[config.mk]
export PLATFORM = sky130hd
export DESIGN_NAME = nct_timer
export DESIGN_NICKNAME = d
export VERILOG_FILES = /design/src/rtl/nct_pkg.sv /design/src/rtl/nct_tick_gen.sv /design/src/rtl/nct_timer.sv
export VERILOG_INCLUDE_DIRS = /design/src /design/src/rtl
export SDC_FILE = /design/constraint.sdc
export NUM_CORES = 1
export LEC_CHECK = 0
export ABC_AREA = 1
export BUFFER_PORTS_ARGS = -buffer_cell sky130_fd_sc_hd__clkbuf_2
export CAP_MARGIN = 25
export CORE_MARGIN = 2
export CORE_UTILIZATION = 40
export CTS_BUF_LIST = sky130_fd_sc_hd__clkbuf_8
export CTS_CLUSTER_DIAMETER = 100
export DETAILED_ROUTE_END_ITERATION = 16
export GPL_TIMING_DRIVEN = 1
export SETUP_SLACK_MARGIN = 0.5
export SYNTH_ARGS = -nofsm -noshare
export SYNTH_HDL_FRONTEND = slang
export SYNTH_HIERARCHICAL = 1
export SYNTH_SLANG_ARGS = --single-unit
export TNS_END_PERCENT = 100
[constraint.sdc]
create_clock -name clock -period 1.69 [get_ports clock]
set_input_delay 0.169 -clock clock [delete_from_list [all_inputs] [get_ports clock]]
set_output_delay 0.169 -clock clock [all_outputs]
set_load 0.05 [all_outputs]
[src/rtl/nct_consts.svh]
// offsets, field positions, reset values and counts of the countdown timer
// assumes byte-wide registers on a plain strobe port
`ifndef NCT_CONSTS_SVH
`define NCT_CONSTS_SVH

`define NCT_ADDR_W          8
`define NCT_DATA_W          8
`define NCT_CNT_W           16

`define NCT_OFS_CONTROL     8'h19
`define NCT_OFS_RELOAD_HI   8'h1a
`define NCT_OFS_RELOAD_LO   8'h1b
`define NCT_OFS_COUNT_HI    8'h1c
`define NCT_OFS_COUNT_LO    8'h1d
`define NCT_OFS_IRQ_STATUS  8'h30
`define NCT_OFS_IRQ_CLEAR   8'h31
`define NCT_OFS_IRQ_ENABLE  8'h32
`define NCT_OFS_COMMAND     8'h33

`define NCT_CTRL_WR_MASK    8'hbb
`define NCT_CTRL_RESET      8'h00
`define NCT_RELOAD_RESET    16'h0000
`define NCT_COUNT_RESET     16'h0000
`define NCT_IRQ_RESET       3'h0

`define NCT_IRQ_W           3
`define NCT_IRQ_UNDERFLOW   0
`define NCT_IRQ_RX_STOP     1
`define NCT_IRQ_START       2

`define NCT_CMD_START       0
`define NCT_CMD_STOP        1
`define NCT_STAT_RUNNING    0

`define NCT_DIV_212K        64

`endif

[src/rtl/nct_pkg.sv]
// types shared by the countdown timer files
// assumes nothing beyond the constants header
package nct_pkg;

   typedef enum logic [1:0] {
      NCT_START_NONE,
      NCT_START_TX_END,
      NCT_START_TRIM_NO_UF,
      NCT_START_TRIM_UF
   } nct_start_t;

   typedef enum logic [1:0] {
      NCT_CLK_CARRIER,
      NCT_CLK_DIV212K,
      NCT_CLK_SIB0_UF,
      NCT_CLK_SIB1_UF
   } nct_clk_t;

   typedef struct packed {
      logic       stop_on_receive;
      logic       rsv6;
      nct_start_t start_source_select;
      logic       auto_reload_enable;
      logic       rsv2;
      nct_clk_t   count_clock_select;
   } nct_ctrl_t;

   typedef struct packed {
      logic [7:0] addr;
      logic [7:0] wdata;
      logic       wr;
      logic       rd;
   } nct_bus_req_t;

   typedef enum logic [0:0] {
      NCT_ST_IDLE,
      NCT_ST_RUN
   } nct_state_t;

endpackage : nct_pkg

[src/rtl/nct_tick_gen.sv]
// count clock selection of the countdown timer
// assumes carrier and sibling underflow strobes are one-cycle pulses on clock
`timescale 1ns/100ps
`include "nct_consts.svh"

module nct_tick_gen #(
   parameter int DIV = `NCT_DIV_212K
) (
   input  wire logic              clock,        // system clock
   input  wire logic              resetn,       // synchronous reset, low
   input  wire nct_pkg::nct_clk_t clk_sel,      // count clock source
   input  wire logic              carrier_tick, // one pulse per carrier period
   input  wire logic              sib0_uf,      // first sibling underflow pulse
   input  wire logic              sib1_uf,      // second sibling underflow pulse
   output logic                   tick          // one decrement strobe
);

   localparam int DW = $clog2(DIV);

   logic [DW-1:0] div_r;
   logic          div_tick;

   // carrier divider for the slow count clock
   always_ff @(posedge clock) begin
      if (!resetn) begin
         div_r <= '0;
      end else if (carrier_tick) begin
         div_r <= (div_r == DW'(DIV - 1)) ? '0 : div_r + 1'b1;
      end
   end

   assign div_tick = carrier_tick && (div_r == DW'(DIV - 1));

   // source mux
   always_comb begin
      case (clk_sel)
         nct_pkg::NCT_CLK_CARRIER: tick = carrier_tick;
         nct_pkg::NCT_CLK_DIV212K: tick = div_tick;
         nct_pkg::NCT_CLK_SIB0_UF: tick = sib0_uf;
         nct_pkg::NCT_CLK_SIB1_UF: tick = sib1_uf;
         default:                  tick = 1'b0;
      endcase
   end

endmodule : nct_tick_gen

[src/rtl/nct_timer.sv]
// one 16-bit countdown timer with control, reload, live count and interrupt
// assumes all inputs synchronous to clock, event inputs one-cycle pulses
//
// Local design decision: the address-and-strobe port.
`timescale 1ns/100ps
`include "nct_consts.svh"

module nct_timer #(
   parameter int DIV_212K = `NCT_DIV_212K
) (
   input  wire logic        clock,           // 10 MHz system clock
   input  wire logic        resetn,          // synchronous reset, low
   input  wire logic [7:0]  addr,            // register address
   input  wire logic [7:0]  wr_data,         // register write data
   input  wire logic        wr_en,           // write strobe
   input  wire logic        rd_en,           // read strobe
   output logic      [7:0]  rd_data,         // read data, cycle after strobe
   input  wire logic        carrier_tick,    // carrier period pulse
   input  wire logic        tx_done,         // transmission finished pulse
   input  wire logic        rx_first_bits,   // first four bits received pulse
   input  wire logic        low_freq_osc,    // oscillator level under trim
   input  wire logic        sib0_underflow,  // first sibling timer underflow
   input  wire logic        sib1_underflow,  // second sibling timer underflow
   output logic             timer_underflow, // underflow pulse
   output logic             timer_running,   // timer counting
   output logic             timer_irq        // level interrupt
);

   // decode helpers
   function automatic logic f_is_trim(input nct_pkg::nct_start_t s);
      f_is_trim = (s == nct_pkg::NCT_START_TRIM_NO_UF) ||
                  (s == nct_pkg::NCT_START_TRIM_UF);
   endfunction : f_is_trim

   function automatic logic f_hit(input logic [7:0] a, input logic [7:0] ofs);
      f_hit = (a == ofs);
   endfunction : f_hit

   nct_pkg::nct_bus_req_t req;
   nct_pkg::nct_ctrl_t    ctrl_r;
   nct_pkg::nct_state_t   state_r;
   nct_pkg::nct_state_t   state_nxt;

   logic [7:0]                  reload_hi_r;
   logic [7:0]                  reload_lo_r;
   logic [`NCT_CNT_W-1:0]       count_r;
   logic [`NCT_CNT_W-1:0]       count_nxt;
   logic [`NCT_IRQ_W-1:0]       irq_status_r;
   logic [`NCT_IRQ_W-1:0]       irq_enable_r;
   logic [`NCT_IRQ_W-1:0]       irq_event;
   logic [`NCT_IRQ_W-1:0]       irq_clear;
   logic                        uf_r;
   logic                        uf_nxt;
   logic                        lfo_d_r;
   logic                        lfo_rise;
   logic                        tick;
   logic                        trim;
   logic                        running;
   logic                        sw_start;
   logic                        sw_stop;
   logic                        auto_start;
   logic                        rx_stop;
   logic                        trim_toggle;
   logic                        start_evt;
   logic                        stop_evt;
   logic                        at_zero;
   logic                        uf_allowed;
   logic [7:0]                  rd_nxt;

   // bundle the bus port
   assign req.addr  = addr;
   assign req.wdata = wr_data;
   assign req.wr    = wr_en;
   assign req.rd    = rd_en;

   // count clock source
   nct_tick_gen #(
      .DIV (DIV_212K)
   ) u_tick (
      .clock        (clock),
      .resetn       (resetn),
      .clk_sel      (ctrl_r.count_clock_select),
      .carrier_tick (carrier_tick),
      .sib0_uf      (sib0_underflow),
      .sib1_uf      (sib1_underflow),
      .tick         (tick)
   );

   // control register, reserved bits forced low
   always_ff @(posedge clock) begin
      if (!resetn) begin
         ctrl_r <= nct_pkg::nct_ctrl_t'(`NCT_CTRL_RESET);
      end else if (req.wr && f_hit(req.addr, `NCT_OFS_CONTROL)) begin
         ctrl_r <= nct_pkg::nct_ctrl_t'(req.wdata & `NCT_CTRL_WR_MASK);
      end
   end

   // reload bytes, only stored here, used at the next start or auto reload
   always_ff @(posedge clock) begin
      if (!resetn) begin
         reload_hi_r <= 8'(`NCT_RELOAD_RESET >> 8);
         reload_lo_r <= 8'(`NCT_RELOAD_RESET & 16'h00ff);
      end else if (req.wr) begin
         if (f_hit(req.addr, `NCT_OFS_RELOAD_HI)) begin
            reload_hi_r <= req.wdata;
         end
         if (f_hit(req.addr, `NCT_OFS_RELOAD_LO)) begin
            reload_lo_r <= req.wdata;
         end
      end
   end

   // interrupt enable register
   always_ff @(posedge clock) begin
      if (!resetn) begin
         irq_enable_r <= `NCT_IRQ_RESET;
      end else if (req.wr && f_hit(req.addr, `NCT_OFS_IRQ_ENABLE)) begin
         irq_enable_r <= req.wdata[`NCT_IRQ_W-1:0];
      end
   end

   // software command strobes
   assign sw_start = req.wr && f_hit(req.addr, `NCT_OFS_COMMAND) &&
                     req.wdata[`NCT_CMD_START];
   assign sw_stop  = req.wr && f_hit(req.addr, `NCT_OFS_COMMAND) &&
                     req.wdata[`NCT_CMD_STOP];

   // oscillator edge detector
   always_ff @(posedge clock) begin
      if (!resetn) begin
         lfo_d_r <= 1'b0;
      end else begin
         lfo_d_r <= low_freq_osc;
      end
   end

   assign lfo_rise = low_freq_osc && !lfo_d_r;

   // start and stop sources
   assign trim        = f_is_trim(ctrl_r.start_source_select);
   assign running     = (state_r == nct_pkg::NCT_ST_RUN);
   assign trim_toggle = trim && lfo_rise;
   assign auto_start  = (ctrl_r.start_source_select == nct_pkg::NCT_START_TX_END) &&
                        tx_done;
   assign rx_stop     = !trim && ctrl_r.stop_on_receive &&
                        rx_first_bits && running;
   assign start_evt   = sw_start || auto_start || (trim_toggle && !running);
   assign stop_evt    = sw_stop || rx_stop || (trim_toggle && running);
   assign at_zero     = (count_r == '0);
   assign uf_allowed  = (ctrl_r.start_source_select != nct_pkg::NCT_START_TRIM_NO_UF);

   // next count and state, stop has priority over start
   always_comb begin
      state_nxt = state_r;
      count_nxt = count_r;
      uf_nxt    = 1'b0;
      case (state_r)
         nct_pkg::NCT_ST_IDLE: begin
            if (!stop_evt && start_evt) begin
               state_nxt = nct_pkg::NCT_ST_RUN;
               count_nxt = {reload_hi_r, reload_lo_r};
            end
         end
         nct_pkg::NCT_ST_RUN: begin
            if (stop_evt) begin
               state_nxt = nct_pkg::NCT_ST_IDLE;
            end else if (start_evt) begin
               count_nxt = {reload_hi_r, reload_lo_r};
            end else if (tick) begin
               if (!at_zero) begin
                  count_nxt = count_r - 1'b1;
               end else if (uf_allowed) begin
                  uf_nxt = 1'b1;
                  if (ctrl_r.auto_reload_enable) begin
                     count_nxt = {reload_hi_r, reload_lo_r};
                  end else begin
                     state_nxt = nct_pkg::NCT_ST_IDLE;
                  end
               end
            end
         end
         default: begin
            state_nxt = nct_pkg::NCT_ST_IDLE;
         end
      endcase
   end

   // counter state
   always_ff @(posedge clock) begin
      if (!resetn) begin
         state_r <= nct_pkg::NCT_ST_IDLE;
         count_r <= `NCT_COUNT_RESET;
         uf_r    <= 1'b0;
      end else begin
         state_r <= state_nxt;
         count_r <= count_nxt;
         uf_r    <= uf_nxt;
      end
   end

   // interrupt sources and clear strobes
   always_comb begin
      irq_event = '0;
      irq_event[`NCT_IRQ_UNDERFLOW] = uf_nxt;
      irq_event[`NCT_IRQ_RX_STOP]   = rx_stop;
      irq_event[`NCT_IRQ_START]     = start_evt && !stop_evt;
      irq_clear = '0;
      if (req.wr && f_hit(req.addr, `NCT_OFS_IRQ_CLEAR)) begin
         irq_clear = req.wdata[`NCT_IRQ_W-1:0];
      end
   end

   // sticky status, a new event beats a clear in the same cycle
   always_ff @(posedge clock) begin
      if (!resetn) begin
         irq_status_r <= `NCT_IRQ_RESET;
      end else begin
         irq_status_r <= (irq_status_r & ~irq_clear) | irq_event;
      end
   end

   // read mux
   always_comb begin
      rd_nxt = 8'h00;
      case (req.addr)
         `NCT_OFS_CONTROL:    rd_nxt = ctrl_r;
         `NCT_OFS_RELOAD_HI:  rd_nxt = reload_hi_r;
         `NCT_OFS_RELOAD_LO:  rd_nxt = reload_lo_r;
         `NCT_OFS_COUNT_HI:   rd_nxt = count_r[15:8];
         `NCT_OFS_COUNT_LO:   rd_nxt = count_r[7:0];
         `NCT_OFS_IRQ_STATUS: rd_nxt = {5'h00, irq_status_r};
         `NCT_OFS_IRQ_ENABLE: rd_nxt = {5'h00, irq_enable_r};
         `NCT_OFS_COMMAND:    rd_nxt = {7'h00, running};
         default:             rd_nxt = 8'h00;
      endcase
   end

   // read data register, valid only in the cycle after the strobe
   always_ff @(posedge clock) begin
      if (!resetn) begin
         rd_data <= 8'h00;
      end else if (req.rd) begin
         rd_data <= rd_nxt;
      end else begin
         rd_data <= 8'h00;
      end
   end

   // outputs
   assign timer_underflow = uf_r;
   assign timer_running   = running;
   assign timer_irq       = |(irq_status_r & irq_enable_r);

endmodule : nct_timer

Word level (Yosys, flattened, before mapping)
Index checks and enable logic that the tools add are counted.
{"block": "word_totals", "reg_bits": 61, "in_bits": 26, "output_inout_bits": 11, "elab_cells": 101}
{"block": "classes", "addsub": 2, "n_eq_ne": 22, "n_mux": 26, "bitwise_logic": 5, "n_reduce_logical": 32}
{"op": "$mux 16", "count": 7}
{"op": "$pmux 8 s8", "count": 1}
{"op": "$eq 8x5->1 const B", "count": 5}
{"op": "$eq 8x6->1 const B", "count": 4}
{"op": "$pmux 16 s2", "count": 1}
{"op": "$logic_and 1x1->1", "count": 16}
{"op": "$logic_not 16->1", "count": 1}
{"op": "$sub 16x1->16 const B", "count": 1}
{"op": "$mux 1", "count": 13}
{"op": "$eq 2x2->1 const B", "count": 4}
{"op": "$add 6x1->6 const B", "count": 1}
{"op": "$and 3x3->3", "count": 2}
{"op": "$eq 6x6->1 const B", "count": 1}
{"op": "$mux 6", "count": 1}
{"op": "$ne 2x2->1 const B", "count": 3}
{"op": "$reduce_and 2->1", "count": 3}
{"op": "$logic_or 1x1->1", "count": 5}
{"op": "$reduce_and 5->1", "count": 1}
{"op": "$eq 2x1->1 const B", "count": 2}
{"op": "$logic_not 1->1", "count": 4}
{"op": "$ne 4x3->1 const B", "count": 1}
{"op": "$ne 4x4->1 const B", "count": 1}
{"op": "$pmux 1 s4", "count": 1}
{"op": "$mux 3", "count": 1}
{"op": "other kinds (7)", "count": 7}

Longest topological paths before layout
Gate-level depths: netlist (run 1).
{"block": "logic_depth", "depth_word": 12, "mapped_depth": 14, "ltp_nobuf": 13}

By module
The synthesis (run 1) kept the hierarchy.
{"mod": "nct_timer", "instances": 1, "cells_each": 474, "area_per_inst_um2": 3056.7, "seq_area_each_um2": 1101.1}
{"mod": "nct_tick_gen", "instances": 1, "cells_each": 45, "area_per_inst_um2": 335.3, "seq_area_each_um2": 120.1}

Worst setup path before layout (run 1)
Ideal clock, no wire load.
{"block": "synth_path", "path_type": "register to register", "start": "register state_r (netlist: timer_running)", "end": "register count_r[15]", "setup_time_ns": 0.112, "t_arrival_ns": 1.693, "path_slack_ns": -0.115, "stages_incl_launch_ff": 12, "path_cell_list": "dfxtp_1 -> clkbuf_1 -> nand4_1 -> nand2_1 -> nor2_1 -> nand2_4 -> nand2_2 -> nand3_4 -> buf_6 -> nand2_1 -> nand2_1 -> nor2_2"}
{"block": "synth_via", "elab_chain_cells": 7}
{"item": "start: declaration", "line": "nct_timer.sv:41", "text": "nct_pkg::nct_state_t state_r;"}
{"item": "start signal: assignment", "line": "nct_timer.sv:191", "text": "state_r <= nct_pkg::NCT_ST_IDLE;"}
{"item": "start signal: assignment", "line": "nct_timer.sv:195", "text": "state_r <= state_nxt;"}
{"item": "$logic_and 1x1->1", "line": "nct_timer.sv:146", "text": "rx_first_bits && running;"}
{"item": "$logic_or 1x1->1 (2 in a row)", "line": "nct_timer.sv:148", "text": "assign stop_evt = sw_stop || rx_stop || (trim_toggle && running);"}
{"item": "$logic_not 1->1", "line": "nct_timer.sv:159", "text": "if (!stop_evt && start_evt) begin"}
{"item": "$logic_and 1x1->1", "line": "nct_timer.sv:159"}
{"item": "$ne 2x2->1 (no line)"}
{"item": "$reduce_and 5->1 (no line)"}
{"item": "end signal: assignment", "line": "nct_timer.sv:192", "text": "count_r <= `NCT_COUNT_RESET;"}
{"item": "end signal: assignment", "line": "nct_timer.sv:196", "text": "count_r <= count_nxt;"}
{"item": "end: declaration", "line": "nct_timer.sv:46", "text": "logic [`NCT_CNT_W-1:0] count_r;"}
Parallel ways exist; a longest one is shown, timed or not. The select of a mux whose other input is x is not followed.
A chain may end at the register's enable or synchronous reset.

Worst setup path in the final report (run 1)
{"block": "layout_path", "start": "register count_r[12]", "end": "register count_r[15]"}
{"block": "layout_via", "elab_chain_cells": 6}
{"item": "$sub 16x1->16 or $logic_not 16->1 (tied branches)", "line": "nct_timer.sv:171, nct_timer.sv:149"}
{"item": "$mux 16", "line": "nct_timer.sv:170", "text": "if (!at_zero) begin"}
{"item": "$mux 16", "line": "nct_timer.sv:169", "text": "end else if (tick) begin"}
{"item": "$mux 16", "line": "nct_timer.sv:167", "text": "end else if (start_evt) begin"}
{"item": "$mux 16", "line": "nct_timer.sv:165", "text": "if (stop_evt) begin"}
{"item": "$pmux 16 s2", "line": "nct_timer.sv:157", "text": "case (state_r)"}
Parallel ways exist; a longest one is shown, timed or not. The select of a mux whose other input is x is not followed.

==> flow_metrics.tcl, run 1 <==
set metrics [dict create \
    status "finished, final reports clean" \
    dieArea_um2 9230 \
    power_switching_mw 0.811 \
    max_freq_ghz 0.614 \
    grt_pass1_vias 3451 \
    vdd_drop_max_uv 643 \
    cts_tree "built" \
    finalNetCount 633 \
    worstReg2RegEnd "count_r[15]$_SDFFE_PN0P_" \
    hold_class "in -> reg" \
    vias_per_cell 5.14 \
    worstPathArrival_ns 1.89 \
    design_area_um2 4630 \
    cts_made_buffers 9 \
    end_kind "flop" \
    report.final.slew_viol_count 0 \
    cell_internal_pwr_mw 2.27 \
    ys_top_cells_by_area "dfxtp_1 36%, nand2_1 11%, nor2_1 10%" \
    fin_tns_setup_ns 0 \
    cts_root_buffer "clkbuf_8" \
    netlist_area_um2 3390 \
    combPwrFrac_pct 8.8 \
    grt_max_degree 24 \
    critical_path_class "reg -> reg" \
    fp.dieW_um 96.1 \
    whs_ns 0.0430 \
    yosysWarnings 6 \
    p_clk_share_pct 43.9 \
    dieHeight_um 96.1 \
    grt_pass1_wl_mm 17.0 \
    fin_util_pct 56.4 \
    drive_gt1_share_pct 34.6 \
    hold_viol 0 \
    grt_setup_unrepaired "yes" \
    seqPwrFrac_pct 47.3 \
    place_hpwl_mm 7.68 \
    period_minus_slack_ns 1.63 \
    grt.total_usage_pct 24.5 \
    synth_common_cells "97 x nand2_1, 91 x nor2_1, 73 x inv_1" \
    clk_latency_ns 0.36 \
    synth-edff-count 0 \
    syn_to_final_growth_pct 36.6 \
    ys_seq_area_share_pct 36.0 \
    crit-reg2reg-launch "count_r[12]$_SDFFE_PN0P_" \
    cp_data_required_time_ns 1.95 \
    worst_pin_slew_ns 0.359 \
    drc 0 \
    crit_fanout 17 \
    final-setup-viol-count 0 \
    ant_nets 0 \
    netlist_instances 519 \
    cp-endpoint "count_r[15]$_SDFFE_PN0P_" \
    clock_path_buffers 2 \
    synthArstFlopShare_pct 0 \
    antennaDiodeCount 0 \
    ff2ff_path_depth 9 \
    yosys_register_bits 61 \
    postPlaceCellArea_um2 4020 \
    core_um2 8220 \
    placed_cells 685 \
    synth_top_area_share_pct 36.0 \
    dr.pass1.iters 5 \
    clock-sinks 61 \
    startpoint "count_r[12]$_SDFFE_PN0P_" \
    start_util_pct 41.3 \
    num_vias 3670 \
    drt_wl_total_mm 10.6 \
    place_ws_ns -0.195 \
    port_buffers 36 \
    layout.cells.non_filler 714 \
    avgSynthCellArea_um2 6.54 \
    finalPower_mw 3.08 \
    grt_remaining_overflow 0 \
    power.density_nw_per_um2 664 \
    drt_iter0_markers 284 \
    rrSetupSlack_ns 0.06 \
    synthMostInstantiatedCell "nand2_1" \
    gp_congestion 0.860 \
    p_leak_nw 2.11 \
    synth_cell_types 34 \
    start_kind "flop" \
    boundaryPins 37 \
    wire_per_inst_um 14.9 \
    cts.clk_slew.worst_paths_ns 0.08 \
    p_sw_share_pct 26.4 \
    skew_ns 0.00886 \
    fill_cells 780 \
    synth_top_cell_by_area "dfxtp_1" \
    synth_fp_nets 548 \
    min_period_over_period_pct 96.4 \
    timing.slew.headroom_pct 76.1 \
    antenna_found_initial 0 \
    cts.htree.levels 3 \
    num_rows 33 \
    synth_flop_cell "dfxtp_1" \
    maxCapViolations 0 \
    timing.final.ws_setup_ns 0.0604 \
]
what timing repair did:
item,in CTS,in global routing
cloned,2,0
pin swaps,10,10
buffers inserted,7,4
resized for setup,32,64
endpoints found under the setup margin,22,37
hold buffers,0,0
flip-flops by register name (all words and copies together), names as in the netlist:
name / flops
count_r: 16
reload_hi_r: 8
u_tick/div_r: 6
irq_status_r: 3
irq_enable_r: 3
rd_data: 8
timer_underflow: 1
ctrl_r: 6
reload_lo_r: 8
lfo_d_r: 1
timer_running: 1
cell usage in the layout, fill, tap and decap left out, types with 2 or more instances in the layout:
| cell type | instances |
|---|---|
| nand2_1 | 81 |
| inv_1 | 67 |
| nor2_1 | 65 |
| dfxtp_1 | 48 |
| buf_4 | 48 |
| o21ai_0 | 38 |
| a21oi_1 | 35 |
| clkbuf_2 | 34 |
| nor2_2 | 20 |
| nand2_2 | 19 |
| nand3_1 | 17 |
| nor2_4 | 14 |
| nand3_2 | 12 |
| o22ai_1 | 12 |
| dfxtp_2 | 12 |
| clkbuf_8 | 10 |
| nand4_1 | 8 |
| xor2_1 | 8 |
| inv_2 | 7 |
| nor3_1 | 5 |
| o21ai_1 | 5 |
| nor3_2 | 4 |
| nand2_4 | 4 |
| a31oi_1 | 3 |
| xnor2_1 | 3 |
| clkinvlp_4 | 3 |
| inv_4 | 2 |
| nor3_4 | 2 |
| nand3_4 | 2 |
| a211oi_2 | 2 |
| ha_4 | 2 |
| buf_12 | 2 |
cells by family after synthesis:
| family | share of synthesized area [%] |
|---|---|
| AND/OR/NAND/NOR | 33.5 |
| adder cells (fa/ha/maj) | 1.11 |
| AO/OA/AOI/OAI | 15.9 |
| XOR/XNOR | 2.84 |
| buffers and inverters | 10.6 |
| flip-flops | 36.0 |
power groups by stage:
stage / sequential (mW) / combinational, mW / clock [mW]
3_3_place_gp: 1.49 / 0.225 / 0
5_1_grt: 1.45 / 0.299 / 1.41
4_1_cts: 1.45 / 0.246 / 1.37
3_5_place_dp: 1.49 / 0.228 / 0
2_1_floorplan: 1.49 / 0.124 / 0
6_report: 1.45 / 0.272 / 1.35
metal layers:
metal	wire [µm]	vias to the layer above	part of all wire, %	GRT usage [%]
li1	-	1850	-	-
met1	4760	1684	45	31.5
met2	5110	117	48	41.4
met3	541	19	5.1	4.23
met4	218	0	2.0	8.45
met5	0	-	0	0
worst max-delay path: stages, from the launching register on:
cell	delay [ns]
dfxtp_1	0.34
nor2_4	0.16
nand3_2	0.11
nor4_4	0.33
nand3_2	0.14
nand3_4	0.14
buf_12	0.16
nand2_1	0.06
nand2_1	0.07
nor2_2	0.03
how the worst min path moves through the flow:
stage,from,end,slack (ns),cells past startpoint
after global placement,low_freq_osc,lfo_d_r$_SDFF_PN0_,0.39,3
after global routing,low_freq_osc,lfo_d_r$_SDFF_PN0_,0.06,3
final,low_freq_osc,lfo_d_r$_SDFF_PN0_,0.04,3
after CTS,low_freq_osc,lfo_d_r$_SDFF_PN0_,0.03,3
after detailed placement,low_freq_osc,lfo_d_r$_SDFF_PN0_,0.40,3
after floorplan,carrier_tick,u_tick/div_r[1]$_SDFFE_PN0P_,0.26,1
layout make-up:
type / instances / area, µm² / area share (%)
flip-flops and latches: 61 / 1240 / 26.8
repair buffers: 86 / 597 / 12.9
clock buffers: 10 / 138 / 2.97
inverters: 74 / 280 / 6.05
multi-input cells: 372 / 2180 / 47.1
clock inverters: 6 / 62.6 / 1.35
well taps: 105 / 131 / 2.84
No activity file was read; power rests on OpenSTA's default activity.
==> run 2: changes to the inputs <==
SETUP_SLACK_MARGIN = 0.1   (was 0.5)
==> flow_metrics.tcl, run 2 (synthesis gave the netlist of run 1 again) <==
set metrics [dict create \
    cp_common_cell "nand2_2" \
    drt_iter0_markers 259 \
    largest_reg_flops 16 \
    cp_data_required_time_ns 1.93 \
    max_freq_ghz 0.555 \
    clock-sinks 61 \
    drive_gt1_share_pct 31.9 \
    end_kind "flop" \
    start_util_pct 41.3 \
    vias_per_cell 5.08 \
    failed_checks "negative setup slack" \
    fill_cells 777 \
    fp.dieW_um 96.1 \
    grt_remaining_overflow 0 \
    whs_ns 0.0435 \
    cts.clk_slew.worst_paths_ns 0.08 \
    crit_fanout 7 \
    placed_cells 705 \
    cts_root_buffer "clkbuf_8" \
    postPlaceCellArea_um2 4140 \
    finalPower_mw 3.08 \
    grt_setup_unrepaired "yes" \
    place_ws_ns -0.242 \
    antennaDiodeCount 0 \
    fin_util_pct 56.8 \
    worstPathCellList "nor2_2 > nand2_2 > nor2_4 > nand3_1 > nand2_1 > inv_1 > nor2_2 > inv_2 > nand3_4 > buf_6 > buf_12 > nand2_2 > nand2_2 > nor2_1" \
    design_area_um2 4670 \
    worstPathArrival_ns 2.04 \
    grt_max_degree 24 \
    max_stage_delay_ns 0.34 \
    critical_path_class "reg -> reg" \
    start_kind "flop" \
    status "finished, violations left" \
    dr.pass1.iters 5 \
    min_period_over_period_pct 107 \
    dieHeight_um 96.1 \
    dieArea_um2 9230 \
    cts_made_buffers 9 \
    timing.slew.headroom_pct 70.9 \
    worst_pin_slew_ns 0.436 \
    hold_viol 0 \
    clk_latency_ns 0.35 \
    wire_per_inst_um 14.5 \
    layout.cells.non_filler 735 \
    num_rows 33 \
    period_minus_slack_ns 1.80 \
    num_vias 3735 \
    cts.htree.levels 3 \
    grt_pass1_wl_mm 17.6 \
    report.final.slew_viol_count 0 \
    place_hpwl_mm 7.82 \
    skew_ns 0.0141 \
    timing.final.ws_setup_ns -0.111 \
    gp_congestion 0.882 \
    grt.total_usage_pct 25.2 \
    p_leak_nw 2.18 \
    fin_tns_setup_ns -0.650 \
    most-common-layout-cells "81 x nand2_1, 75 x nor2_1, 70 x inv_1" \
    antenna_found_initial 0 \
    grt_pass1_vias 3640 \
    port_buffers 36 \
    drc 0 \
    drt_wl_total_mm 10.7 \
    slowest_stage "dfxtp_1" \
    syn_to_final_growth_pct 37.7 \
    top_register "count_r" \
    boundaryPins 37 \
    layout_commonest_cell "nand2_1" \
    core_um2 8220 \
    power.density_nw_per_um2 660 \
    hold_class "in -> reg" \
    final-setup-viol-count 11 \
    cts_tree "built" \
    ant_nets 0 \
    vdd_drop_max_uv 376 \
    maxCapViolations 0 \
    clock_path_buffers 2 \
    finalNetCount 654 \
]
==> run 2: worst max-delay path, delay by kind of cell (launching register included) <==
kind	cells	cell delay (ns)
and+or+nand+nor	10	1.00
buffers and inverters	4	0.34
DFF	1	0.34
==> run 2: what timing repair did <==
item                       4_1_cts  5_1_grt
cloned                           2        0
setup endpoints to repair       17       18
resized for setup               37       25
buffers inserted                10        3
hold buffers                     0        0
pin swaps                       20        7
==> run 2: cell type report <==
type | instances | area [µm²] | area share (%)
Clock inverter | 7 | 78.8 | 1.69
Inverter | 74 | 278 | 5.95
Clock buffer | 9 | 124 | 2.65
Sequential cell | 61 | 1230 | 26.4
Timing Repair Buffer | 109 | 806 | 17.3
Tap cell | 105 | 131 | 2.81
Multi-Input combinational cell | 370 | 2020 | 43.2
==> run 2: final timing paths <==
kind	startpoint	endpoint	slack, ns	cells past startpoint
min reg2reg	reload_lo_r[2]$_SDFFE_PN0P_	rd_data[2]$_SDFF_PN0_	0.47	2
max reg2reg	count_r[8]$_SDFFE_PN0P_	count_r[0]$_SDFFE_PN0P_	-0.11	14
max	count_r[8]$_SDFFE_PN0P_	count_r[0]$_SDFFE_PN0P_	-0.11	14
min	low_freq_osc	lfo_d_r$_SDFF_PN0_	0.04	3
==> run 2: power by group <==
part	switching, mW	leakage [nW]	internal [mW]	total, mW
Combinational	0.154	1.58	0.114	0.268
Sequential	0.00820	0.496	1.45	1.45
Clock	0.662	0.101	0.699	1.36
Total	0.823	2.18	2.26	3.08
==> run 2: routing by layer <==
layer / track usage (%) / wire length (µm) / share of wire (%)
met5: 0 / 0 / 0
met4: 6.19 / 174 / 1.6
met3: 6.42 / 581 / 5.4
met2: 43.1 / 5210 / 49
met1: 31.5 / 4710 / 44
